--- src/swgl_defines.svh ---
// Timing constants and frame layout for the single-wire gauge link.
// Assumes a 20 MHz system clock; every count is derived from a time in ns.
`ifndef SWGL_DEFINES_SVH
`define SWGL_DEFINES_SVH

// ==========================================================================
// Clock
// ==========================================================================
`define SWGL_CLK_PERIOD_NS 50

// ==========================================================================
// Link times in ns as printed, then cycle counts (least up, longest down)
// ==========================================================================
`define SWGL_BREAK_NS 190000
`define SWGL_BREAK_CYC ((`SWGL_BREAK_NS + `SWGL_CLK_PERIOD_NS - 1) / `SWGL_CLK_PERIOD_NS)
`define SWGL_SAMPLE_NS 68000
`define SWGL_SAMPLE_CYC (`SWGL_SAMPLE_NS / `SWGL_CLK_PERIOD_NS)
`define SWGL_RSP_MIN_NS 190000
`define SWGL_RSP_NS 250000
`define SWGL_RSP_CYC ((`SWGL_RSP_NS + `SWGL_CLK_PERIOD_NS - 1) / `SWGL_CLK_PERIOD_NS)
`define SWGL_DBIT_NS 220000
`define SWGL_DBIT_CYC ((`SWGL_DBIT_NS + `SWGL_CLK_PERIOD_NS - 1) / `SWGL_CLK_PERIOD_NS)
`define SWGL_DONE_NS 40000
`define SWGL_DONE_CYC ((`SWGL_DONE_NS + `SWGL_CLK_PERIOD_NS - 1) / `SWGL_CLK_PERIOD_NS)
`define SWGL_DZERO_NS 110000
`define SWGL_DZERO_CYC ((`SWGL_DZERO_NS + `SWGL_CLK_PERIOD_NS - 1) / `SWGL_CLK_PERIOD_NS)
`define SWGL_SLEEP_NS 2000000

// ==========================================================================
// Frame layout
// ==========================================================================
`define SWGL_BITS 8
`define SWGL_ADDR_W 7
`define SWGL_RW_BIT 7
`define SWGL_CNT_W 16
`define SWGL_BIT_W 4
`define SWGL_ZERO16 16'h0000
`define SWGL_ONE16 16'h0001
`define SWGL_ZERO4 4'h0
`define SWGL_ONE4 4'h1
`endif

--- src/swgl_link.sv ---
// Device end of the single-wire gauge link: decodes host bits, answers reads.
// Assumes the serial line input is already synchronous to clk and pulled high idle.
// Summary of operation
// [RULE_01] Host break: long low then release.
// [RULE_02] Host bit window; zero is long low.
// [RULE_03] Host one is a short low pulse.
// [RULE_04] First reply bit 190 to 320 us later.
// [RULE_05] Device bit window 190 to 260 us.
// [RULE_06] Device one: low 32 to 50 us.
// [RULE_07] Device zero: low 80 to 145 us.
// [RULE_08] Line held low enters sleep mode.
// [RULE_09] About five kilobits per second each way.
// [RULE_10] Eight-bit command LSB first; read returns byte.
// [RULE_11] Pull low only; sample mid window.
`timescale 1ns/100ps
`include "swgl_defines.svh"

// ==========================================================================
// Types
// ==========================================================================
package swgl_pkg;
    typedef enum logic [2:0] {
        ST_IDLE,
        ST_BREAK,
        ST_RECOVER,
        ST_RXWAIT,
        ST_RXBIT,
        ST_RESP,
        ST_TXBIT
    } swgl_state_t;
endpackage

module swgl_link import swgl_pkg::*; #(
    parameter int SLEEP_CYC = `SWGL_SLEEP_NS / `SWGL_CLK_PERIOD_NS,
    parameter int FIFO_DEPTH = 16
) (
    input wire logic clk, // System clock, 20 MHz.
    input wire logic resetn, // Asynchronous reset, active low.
    input wire logic serial_line_in, // Level seen on the serial line.
    output logic serial_line_out, // Driven level, always low.
    output logic serial_line_oe, // High while pulling the line low.
    output logic cmd_valid, // One-cycle pulse: command received.
    output logic [6:0] cmd_addr, // Register address of the command.
    output logic cmd_write, // Command is a write.
    output logic wr_valid, // One-cycle pulse: write data received.
    output logic [7:0] wr_data, // Write data byte.
    input wire logic rd_valid, // Read data offered.
    input wire logic [7:0] rd_data, // Read data byte.
    output logic rd_ready, // FIFO accepts read data.
    output logic sleep // Line held low; low-power mode.
);

    swgl_fifo_if #(.WIDTH(`SWGL_BITS)) q ();
    swgl_fifo #(.WIDTH(`SWGL_BITS), .DEPTH(FIFO_DEPTH)) u_fifo (
        .clk(clk),
        .resetn(resetn),
        .f(q.fifo)
    );

    // ======================================================================
    // Next-state logic
    // ======================================================================
    swgl_state_t st_reg, st_next;
    logic [`SWGL_CNT_W-1:0] cnt_reg, cnt_next;
    logic [31:0] low_reg, low_next;
    logic [`SWGL_BIT_W-1:0] bit_reg, bit_next;
    logic [7:0] sh_reg, sh_next;
    logic prev_reg, prev_next, write_reg, write_next, oe_reg, oe_next;
    logic cv_reg, cv_next, wv_reg, wv_next, slp_reg, slp_next;
    logic [6:0] addr_reg, addr_next;
    logic fall;

    assign fall = prev_reg && !serial_line_in;
    assign q.in_valid = rd_valid;
    assign q.in_data = rd_data;

    always_comb begin
        st_next = st_reg;
        cnt_next = cnt_reg + `SWGL_ONE16;
        bit_next = bit_reg;
        sh_next = sh_reg;
        prev_next = serial_line_in;
        write_next = write_reg;
        addr_next = addr_reg;
        oe_next = 1'b0;
        cv_next = 1'b0;
        wv_next = 1'b0;
        q.out_ready = 1'b0;
        // Count low time for sleep; any high level wakes the link.
        // The count saturates so that a long sleep never wraps back to awake.
        low_next = serial_line_in ? 32'h0000_0000
                 : (low_reg >= 32'(SLEEP_CYC)) ? low_reg : low_reg + 32'h0000_0001; // RULE_08
        slp_next = !serial_line_in && (low_reg >= 32'(SLEEP_CYC)); // RULE_08
        unique case (st_reg)
            ST_IDLE: begin
                cnt_next = `SWGL_ZERO16;
                if (!serial_line_in) begin
                    st_next = ST_BREAK;
                end
            end
            ST_BREAK: begin
                // A break is a low at least as long as its minimum.
                if (serial_line_in) begin
                    st_next = (cnt_reg >= 16'(`SWGL_BREAK_CYC)) ? ST_RECOVER : ST_IDLE; // RULE_01
                    bit_next = `SWGL_ZERO4;
                end
            end
            ST_RECOVER, ST_RXWAIT: begin
                cnt_next = `SWGL_ZERO16;
                if (fall) begin
                    st_next = ST_RXBIT;
                    cnt_next = `SWGL_ONE16;
                end
            end
            ST_RXBIT: begin
                // Sample between a one's pulse end and a zero's pulse end.
                if (cnt_reg == 16'(`SWGL_SAMPLE_CYC)) begin // RULE_11
                    sh_next = {serial_line_in, sh_reg[7:1]}; // RULE_02 RULE_03 RULE_10
                    bit_next = bit_reg + `SWGL_ONE4;
                end else if (cnt_reg > 16'(`SWGL_SAMPLE_CYC) && serial_line_in) begin
                    if (bit_reg == 4'(`SWGL_BITS)) begin
                        bit_next = `SWGL_ZERO4;
                        cnt_next = `SWGL_ZERO16;
                        st_next = ST_RXWAIT;
                    end else begin
                        st_next = ST_RXWAIT;
                    end
                end
                if (st_next == ST_RXWAIT && bit_reg == 4'(`SWGL_BITS)) begin
                    if (write_reg) begin
                        wv_next = 1'b1;
                        write_next = 1'b0;
                        st_next = ST_IDLE;
                    end else begin
                        cv_next = 1'b1;
                        addr_next = sh_reg[`SWGL_ADDR_W-1:0];
                        write_next = sh_reg[`SWGL_RW_BIT];
                        st_next = sh_reg[`SWGL_RW_BIT] ? ST_RXWAIT : ST_RESP; // RULE_10
                    end
                end
            end
            ST_RESP: begin
                // Response delay counted from the release after the last bit.
                if (cnt_reg >= 16'(`SWGL_RSP_CYC) && q.out_valid) begin // RULE_04
                    sh_next = q.out_data;
                    q.out_ready = 1'b1;
                    cnt_next = `SWGL_ZERO16;
                    st_next = ST_TXBIT;
                end else if (cnt_reg >= 16'(`SWGL_RSP_CYC)) begin
                    cnt_next = cnt_reg;
                end
            end
            ST_TXBIT: begin
                oe_next = sh_reg[0] ? (cnt_reg < 16'(`SWGL_DONE_CYC) - 16'h0001) // RULE_06
                                    : (cnt_reg < 16'(`SWGL_DZERO_CYC) - 16'h0001); // RULE_07 RULE_11
                if (cnt_reg == 16'(`SWGL_DBIT_CYC) - 16'h0001) begin // RULE_05 RULE_09
                    cnt_next = `SWGL_ZERO16;
                    sh_next = {1'b0, sh_reg[7:1]};
                    bit_next = bit_reg + `SWGL_ONE4;
                    oe_next = 1'b1;
                    if (bit_reg == 4'(`SWGL_BITS) - `SWGL_ONE4) begin
                        bit_next = `SWGL_ZERO4;
                        oe_next = 1'b0;
                        st_next = ST_IDLE;
                    end
                end
            end
            default: st_next = ST_IDLE;
        endcase
        if (slp_reg && !serial_line_in) begin
            st_next = ST_IDLE; // RULE_08
            oe_next = 1'b0;
        end
    end

    // ======================================================================
    // State registers
    // ======================================================================
    always_ff @(posedge clk or negedge resetn) begin
        if (!resetn) begin
            st_reg <= ST_IDLE;
            cnt_reg <= `SWGL_ZERO16;
            low_reg <= 32'h0000_0000;
            bit_reg <= `SWGL_ZERO4;
            sh_reg <= 8'h00;
            prev_reg <= 1'b0;
            write_reg <= 1'b0;
            addr_reg <= 7'h00;
            oe_reg <= 1'b0;
            cv_reg <= 1'b0;
            wv_reg <= 1'b0;
            slp_reg <= 1'b0;
        end else begin
            st_reg <= st_next;
            cnt_reg <= cnt_next;
            low_reg <= low_next;
            bit_reg <= bit_next;
            sh_reg <= sh_next;
            prev_reg <= prev_next;
            write_reg <= write_next;
            addr_reg <= addr_next;
            oe_reg <= oe_next;
            cv_reg <= cv_next;
            wv_reg <= wv_next;
            slp_reg <= slp_next;
        end
    end

    // The line is open drain: only low is ever driven.
    assign serial_line_out = 1'b0; // RULE_11
    assign serial_line_oe = oe_reg;
    assign cmd_valid = cv_reg;
    assign cmd_addr = addr_reg;
    assign cmd_write = write_reg;
    assign wr_valid = wv_reg;
    assign wr_data = sh_reg;
    assign rd_ready = q.in_ready;
    assign sleep = slp_reg;

    // ======================================================================
    // Checks
    // ======================================================================
    int oe_run;
    always_ff @(posedge clk or negedge resetn) begin
        if (!resetn) begin
            oe_run <= 0;
        end else begin
            oe_run <= oe_reg ? oe_run + 1 : 0;
        end
    end

    // Cycles since the start of the last reply bit; zero outside a reply.
    int win_cnt;
    always_ff @(posedge clk or negedge resetn) begin
        if (!resetn) begin
            win_cnt <= 0;
        end else if (oe_reg && oe_run == 0) begin
            win_cnt <= 1;
        end else if (win_cnt != 0 && st_reg == ST_TXBIT) begin
            win_cnt <= win_cnt + 1;
        end else begin
            win_cnt <= 0;
        end
    end
endmodule

--- src/swgl_fifo_if.sv ---
// Carrier between the link engine and its response FIFO.
// Assumes one clock domain shared by both ends.
`timescale 1ns/100ps
interface swgl_fifo_if #(parameter int WIDTH = 8);
    logic in_valid;
    logic in_ready;
    logic [WIDTH-1:0] in_data;
    logic out_valid;
    logic out_ready;
    logic [WIDTH-1:0] out_data;
    modport fifo (input in_valid, input in_data, output in_ready,
                  output out_valid, output out_data, input out_ready);
    modport user (output in_valid, output in_data, input in_ready,
                  input out_valid, input out_data, output out_ready);
endinterface

--- src/swgl_fifo.sv ---
// Response FIFO: read data waits here until the link engine sends it.
// Assumes a single clock; reset empties it.
`timescale 1ns/100ps
module swgl_fifo #(
    parameter int WIDTH = 8,
    parameter int DEPTH = 16
) (
    input wire logic clk, // System clock.
    input wire logic resetn, // Asynchronous reset, active low.
    swgl_fifo_if.fifo f // Both sides of the queue.
);
    localparam int AW = $clog2(DEPTH);
    logic [WIDTH-1:0] mem [DEPTH];
    logic [AW:0] wr_reg, wr_next, rd_reg, rd_next;
    logic full, empty;

    assign empty = (wr_reg == rd_reg);
    assign full = (wr_reg[AW-1:0] == rd_reg[AW-1:0]) && (wr_reg[AW] != rd_reg[AW]);
    assign f.in_ready = !full;
    assign f.out_valid = !empty;
    assign f.out_data = mem[rd_reg[AW-1:0]];

    always_comb begin
        wr_next = wr_reg + (AW+1)'(f.in_valid && !full);
        rd_next = rd_reg + (AW+1)'(f.out_ready && !empty);
    end

    always_ff @(posedge clk) begin
        if (f.in_valid && !full) begin
            mem[wr_reg[AW-1:0]] <= f.in_data;
        end
    end

    always_ff @(posedge clk or negedge resetn) begin
        if (!resetn) begin
            wr_reg <= '0;
            rd_reg <= '0;
        end else begin
            wr_reg <= wr_next;
            rd_reg <= rd_next;
        end
    end
endmodule

--- config.mk ---
export PLATFORM = sky130hd
export DESIGN_NAME = swgl_link
export DESIGN_NICKNAME = d
export VERILOG_FILES = /design/src/swgl_link.sv /design/src/swgl_fifo_if.sv /design/src/swgl_fifo.sv
export VERILOG_INCLUDE_DIRS = /design/src
export SDC_FILE = /design/constraint.sdc
export NUM_CORES = 1
export LEC_CHECK = 0
export BUFFER_PORTS_ARGS = -buffer_cell sky130_fd_sc_hd__buf_4
export CORE_MARGIN = 2
export CORE_UTILIZATION = 60
export DETAILED_ROUTE_END_ITERATION = 6
export MAX_ROUTING_LAYER = met4
export PLACE_DENSITY = 0.79
export SETUP_SLACK_MARGIN = 0.5
export SYNTH_ARGS = -nofsm -noshare
export SYNTH_HDL_FRONTEND = slang
export SYNTH_SLANG_ARGS = --single-unit
--- constraint.sdc ---
create_clock -name clk -period 4.75 [get_ports clk]
set_input_delay 0 -clock clk [delete_from_list [all_inputs] [get_ports clk]]
set_output_delay 0 -clock clk [all_outputs]
set_load 0.005 [all_outputs]
==> results of run 1 <==
-- area by class of cell --
class	count	area (µm²)	share of cell area
clock buffers	31	583.1	0.05571
clock inverters	7	111.4	0.01064
inverters	17	63.81	0.006097
multi-input cells	390	3103	0.2965
flip-flops and latches	214	5997	0.5730
well taps	188	235.2	0.02247
repair buffers	46	372.9	0.03562
-- cell usage after synthesis (6+ instances only) --
library cell and count:
xor2_1 28, nand2_1 28, dfrtp_1 86, nor2_1 61, and3_1 12, inv_1 17
mux4_2 30, o21ai_0 15, xnor2_1 11, nand4_1 16, nor3_1 10, clkbuf_1 28
nor4_1 9, mux2i_1 13, a21oi_1 16, edfxtp_1 128, nand3_1 16, a31oi_1 12
nor2b_1 19, o22ai_1 8, mux2_2 23, nand3b_1 6, ha_1 10
-- layout by cell type, fill, tap and decap left out, types with 13 or more instances in the layout --
cell type	netlist	layout
buf_4	1	35
mux2_2	23	23
inv_1	17	17
mux4_2	30	30
dfrtp_1	86	85
mux2i_1	13	13
xor2_1	28	28
edfxtp_1	128	128
nand3_1	16	16
o21ai_0	15	15
clkbuf_16	0	21
nor2_1	61	61
a21oi_1	16	16
nor2b_1	19	19
nand2_1	28	28
nand4_1	16	16
-- cell families after synthesis --
group | Yosys count | synth area share
DFF | 214 | 0.6447
other | 1 | 0.0004032
muxes | 66 | 0.1145
adders and majority gates | 10 | 0.01345
and+or+nand+nor | 202 | 0.1164
AOI/OAI and AO/OA | 72 | 0.05113
buffers and inverters | 54 | 0.02274
xor gates and xnor gates | 39 | 0.03673
-- per-stage QoR --
stage / power (W) / utilization / cell area [µm²] / std cells / hold WS (ns)
final: 0.004743 / 0.6885 / 10470 / 893 / 0.2307
after global routing: 0.004936 / 0.6885 / 10470 / 893 / 0.3589
after CTS: 0.004761 / 0.6878 / 10460 / 893 / 0.2776
after detailed placement: 0.003083 / 0.6349 / 9652 / 844 / 0.2580
after global placement: 0.003045 / 0.6349 / 9652 / 844 / 0.2403
after floorplan: 0.002811 / - / 9300 / 658 / -0.2956
-- power breakdown --
group,switching [W],internal (W)
Sequential,0.000178,0.00218
Clock,0.000657,0.00101
Combinational,0.000425,0.000292
-- critical path, cell delays in order (launching register included) --
cell and delay, ns:
dfrtp_1 0.68, xor2_1 0.19, nor4_1 0.11, nand2_1 0.10, and2_1 0.22, or3b_2 0.53
nor3_1 0.89
-- routing by layer --
metal  track usage  up-vias  routed length [µm]
met5             -        -                   0
met4       0.07161        0                 496
met3       0.03784       46                1059
met2        0.4018      204                9495
met1        0.3195     2805                7635
li1              -     2520                   -
-- worst max-delay path by stage --
stage / from / endpoint / slack, ns / depth (start not counted)
after floorplan: u_fifo.rd_reg[0] / u_fifo.mem[0][0] / 2.03 / 8
after detailed placement: u_fifo.rd_reg[3] / u_fifo.mem[0][3] / 1.65 / 6
after global routing: u_fifo.rd_reg[3] / u_fifo.mem[0][5] / 1.42 / 6
final: u_fifo.rd_reg[3] / u_fifo.mem[0][5] / 1.65 / 6
after global placement: u_fifo.rd_reg[3] / u_fifo.mem[2][0] / 1.79 / 6
after CTS: u_fifo.rd_reg[3] / u_fifo.mem[0][1] / 1.66 / 6
==> results.yml, run 1 <==
status:
  status: "complete, no violations"
clock_network:
  cts_buffers: 21
  cts_setup_buffers: 0
  ctsHoldBuffers: 11
  cts_max_level: 1
  clockBufferDepth: 3
  cts_tree: "done"
  clkTransAtPathRegs_ns: 0.06
  clk_latency_ns: 0.50
  cts-resized-gates: 0
  cts_sinks: 214
  ctsRootBufferMaster: "clkbuf_16"
global_routing:
  antenna_found_initial: 0
  grt.total_usage: 0.2438
  grt_pass1_vias: 5514
  grt-ovfl-total: 0
  grt_max_degree: 87
  grt_pass1_wl_mm: 29.92
route:
  vias_per_cell: 6.243
  wl_per_cell_um: 20.93
  ant_nets: 0
  drt_iter0_markers: 655
  routed-via-count: 5575
  first_pass_iters: 7
  drt_wl_total_mm: 18.69
  drc_errors: 0
setup_path:
  required_ns: 4.87
  r2r_setup_slack_ns: 1.65
  critPathCaptureType: "register"
  critPathKind: "reg2reg"
  arrival_ns: 3.22
  reg2reg_depth: 6
  start_kind: "register"
  r2r_end: "u_fifo.mem[0][5]"
  cp_max_fo: 17
  r2r-start: "u_fifo.rd_reg[3]"
finish:
  drive_gt1_frac: 0.1787
  diodes: 0
  largest_register_ffs: 128
  layout.nets: 712
  n_fill_cell: 993
  syn_to_final_growth_pct: 12.54
power_and_ir_drop:
  powerDensity_nw_per_um2: 453.2
  vdd_drop_max_uv: 582.9
  leakagePower_nw: 3.879
timing:
  fin_worst_skew_ns: 0.01463
  fin_crit_ns: 3.105
  relSlewSlack: 0.1439
  post-route-period-util: 0.6536
  setup_viol: 0
  timing.final.max_slew_violations: 0
  rsz0062_at_grt: "false"
  hold_viol: 0
  max_freq_mhz: 322.1
  fin_ws_ns: 1.645
  setup_tns_ns: 0
  worst_pin_slew_ns: 1.274
synthesis:
  synth_area_per_cell_um2: 14.13
  syn_inst: 658
  synth_top_area_share: 0.4133
  ys_seq_area_frac: 0.6447
  yosys_most_used_dff: "edfxtp_1"
  ys_top_cells_by_area: "edfxtp_1, dfrtp_1, mux4_2"
  ys_ff_latch: 214
  synth_area_um2: 9300
  yosys.area.top_type: "edfxtp_1"
  ys_warn_count: 0
  async_flop_share: 0.4019
  synth_nets: 680
  synth_cell_types: 59
  synth_edf_count: 128
floorplanning:
  core_area_um2: 15200
  rows: 45
  die_h_um: 128.5
  io_pins: 34
  initial_utilization: 0.6118
  die_x_um: 128.5
  die_area_um2: 16510
run:
  drv_cap: 0
placed_design:
  place_ws_ns: 1.651
  gp_congestion: 0.8961
  portBuffers: 32
  dp_hpwl_mm: 11.87
min_path:
  holdCritPathClass: "in2async"
No activity file was read; power rests on OpenSTA's default activity.
==> run 2: changes to the inputs <==
--- a/config.mk
+++ b/config.mk
@@ -8,10 +8,10 @@
 export LEC_CHECK = 0
 export BUFFER_PORTS_ARGS = -buffer_cell sky130_fd_sc_hd__buf_4
 export CORE_MARGIN = 2
-export CORE_UTILIZATION = 60
+export CORE_UTILIZATION = 56
 export DETAILED_ROUTE_END_ITERATION = 6
 export MAX_ROUTING_LAYER = met4
-export PLACE_DENSITY = 0.79
+export PLACE_DENSITY = 0.77
 export SETUP_SLACK_MARGIN = 0.5
 export SYNTH_ARGS = -nofsm -noshare
 export SYNTH_HDL_FRONTEND = slang
==> constraint.sdc (replaced) <==
create_clock -name clk -period 2.6 [get_ports clk]
set_input_delay 0 -clock clk [delete_from_list [all_inputs] [get_ports clk]]
set_output_delay 0 -clock clk [all_outputs]
set_load 0.005 [all_outputs]
==> run 2 against run 1 <==
- combinational power rose to 2.9 times the previous value
- core utilization grew 3.0 points
- sequential share of layout area down 6.2 points
- sequential power increased by 82%
- worst setup slack lost 1.3 ns
- largest cell class unchanged
- highest routed layer unchanged
==> results.yml, run 2 (synthesized netlist as in run 1, its figures left out) <==
finish:
  final_cells: 1001
  largest_register_ffs: 128
  drive_gt1_frac: 0.3611
  n_fill_cell: 995
  layout.nets: 786
  fin_util: 0.7181
  syn_to_final_growth_pct: 26.68
  final_common_cell: "edfxtp_1"
  final_cell_mix: "edfxtp_1, buf_4, dfrtp_1"
  diodes: 0
route:
  ant_nets: 0
  drc_errors: 0
  drt_wl_total_mm: 22.32
  drt_iter0_markers: 479
  routed-via-count: 6013
  vias_per_cell: 6.007
  first_pass_iters: 7
  wl_per_cell_um: 22.29
timing:
  timing.final.max_slew_violations: 0
  fin_crit_ns: 2.246
  rsz0062_at_grt: "true"
  fin_worst_skew_ns: 0.01528
  max_freq_mhz: 445.3
  setup_tns_ns: 0
  hold_viol: 0
  fin_ws_ns: 0.3544
  setup_viol: 0
  post-route-period-util: 0.8637
floorplanning:
  die_x_um: 132.9
  rows: 47
  die_area_um2: 17650
  core_area_um2: 16410
  initial_utilization: 0.5668
  die_h_um: 132.9
  io_pins: 34
placed_design:
  gp_congestion: 0.8836
  place_ws_ns: 0.1251
  portBuffers: 32
  place_inst: 897
  dp_hpwl_mm: 12.86
power_and_ir_drop:
  combPwrFrac: 0.221
  vdd_drop_max_uv: 613.9
  p_seq_frac: 0.449
  intPower_w: 0.006707
  power.share.clock: 0.330
  leakagePower_nw: 4.442
  p_total_w: 0.009501
  power.switching_w: 0.002793
  powerDensity_nw_per_um2: 806.4
  swShare: 0.2940
global_routing:
  grt-ovfl-total: 0
  grt_pass1_vias: 6123
  grt_use_met3: 0.03755
  antenna_found_initial: 0
  grt.total_usage: 0.2462
  grt_util_met1: 0.3133
  grt_pass1_wl_mm: 32.92
  met2_usage: 0.4082
  top_usage_layer: "met2"
  grt_max_degree: 43
setup_path:
  required_ns: 2.98
  critPathKind: "reg2reg"
  start_kind: "register"
  crit_start: "low_reg[9]"
  r2r_end: "low_reg[4]"
  arrival_ns: 2.63
  cp-endpoint: "low_reg[4]"
  r2r-start: "low_reg[9]"
  reg2reg_depth: 8
  r2r_setup_slack_ns: 0.35
  cp_max_fo: 7
  critPathCaptureType: "register"
run:
  drv_cap: 0
clock_network:
  cts_tree: "done"
  cts_sinks: 214
  ctsRootBufferMaster: "clkbuf_16"
  clockBufferDepth: 3
  cts_max_level: 1
  clkTransAtPathRegs_ns: 0.07
  cts_buffers: 23
  clk_latency_ns: 0.53
min_path:
  holdCritPathClass: "in2reg"
status:
  status: "complete, no violations"
[run 2: cell count changes in the layout (fill, tap and decap cells not counted), sizes merged]
cell	change
dlygate4sd3	+1
clkbuf	-2
inv	+1
buf	+68
bufinv	-2
clkinvlp	+2
clkinv	+8
[run 2: worst max-delay path, cell delays in order, from the launching register on]
cell      delay (ns)
dfrtp_1         0.38
or4_4           0.54
a211o_4         0.36
buf_6           0.13
a211oi_4        0.20
buf_6           0.16
and3_4          0.20
xnor2_2         0.10
nor2_1          0.05
[run 2: area by class of cell]
| class | count | area [µm²] | share of cell area |
|---|---|---|---|
| clock inverters | 16 | 127.6 | 0.01083 |
| clock buffers | 26 | 596.8 | 0.05066 |
| flip-flops and latches | 214 | 6015 | 0.5105 |
| multi-input cells | 390 | 3577 | 0.3036 |
| inverters | 17 | 63.81 | 0.005416 |
| repair buffers | 118 | 1126 | 0.09558 |
| well taps | 220 | 275.3 | 0.02336 |
[run 2: per-layer routing]
layer  routed length, µm  part of all wire
met2               11740              0.53
met1                8676              0.39
met4                 779             0.035
met5                   0                 0
met3                1121             0.050
[run 2: how the worst min path moves through the flow]
stage,start,end,slack (ns),cells after the start
6_report,rd_data[7],u_fifo.mem[7][7],0.34,2
5_1_grt,rd_data[7],u_fifo.mem[7][7],0.35,2
4_1_cts,rd_data[1],u_fifo.mem[4][1],0.33,2
3_5_place_dp,resetn,cnt_reg[12],-0.02,1
3_3_place_gp,resetn,cnt_reg[12],-0.03,1
2_1_floorplan,resetn,bit_reg[0],-0.30,0
[run 2: power by group through the flow]
stage | Sequential (W) | Clock [W] | Combinational, W
floorplan | 0.00418 | 0 | 0.00102
global placement | 0.00428 | 0 | 0.00146
detailed placement | 0.00431 | 0 | 0.00151
CTS | 0.00424 | 0.00315 | 0.00177
global route | 0.00430 | 0.00332 | 0.00226
finish | 0.00427 | 0.00313 | 0.00210
[run 2: repair_timing]
item                       4_1_cts  5_1_grt
setup endpoints to repair      178      169
resized for setup               62       57
buffers inserted                29       16
hold buffers                    13        0
cloned                           0        4
pin swaps                       16       14
hold endpoints to repair       248        0
[run 2: through the flow]
step | hold WS [ns] | area (µm²)
6_report | 0.3418 | 11780
5_1_grt | 0.3498 | 11780
4_1_cts | 0.3281 | 11340
3_5_place_dp | -0.01873 | 9928
3_3_place_gp | -0.02541 | 9928
2_1_floorplan | -0.2956 | 9410
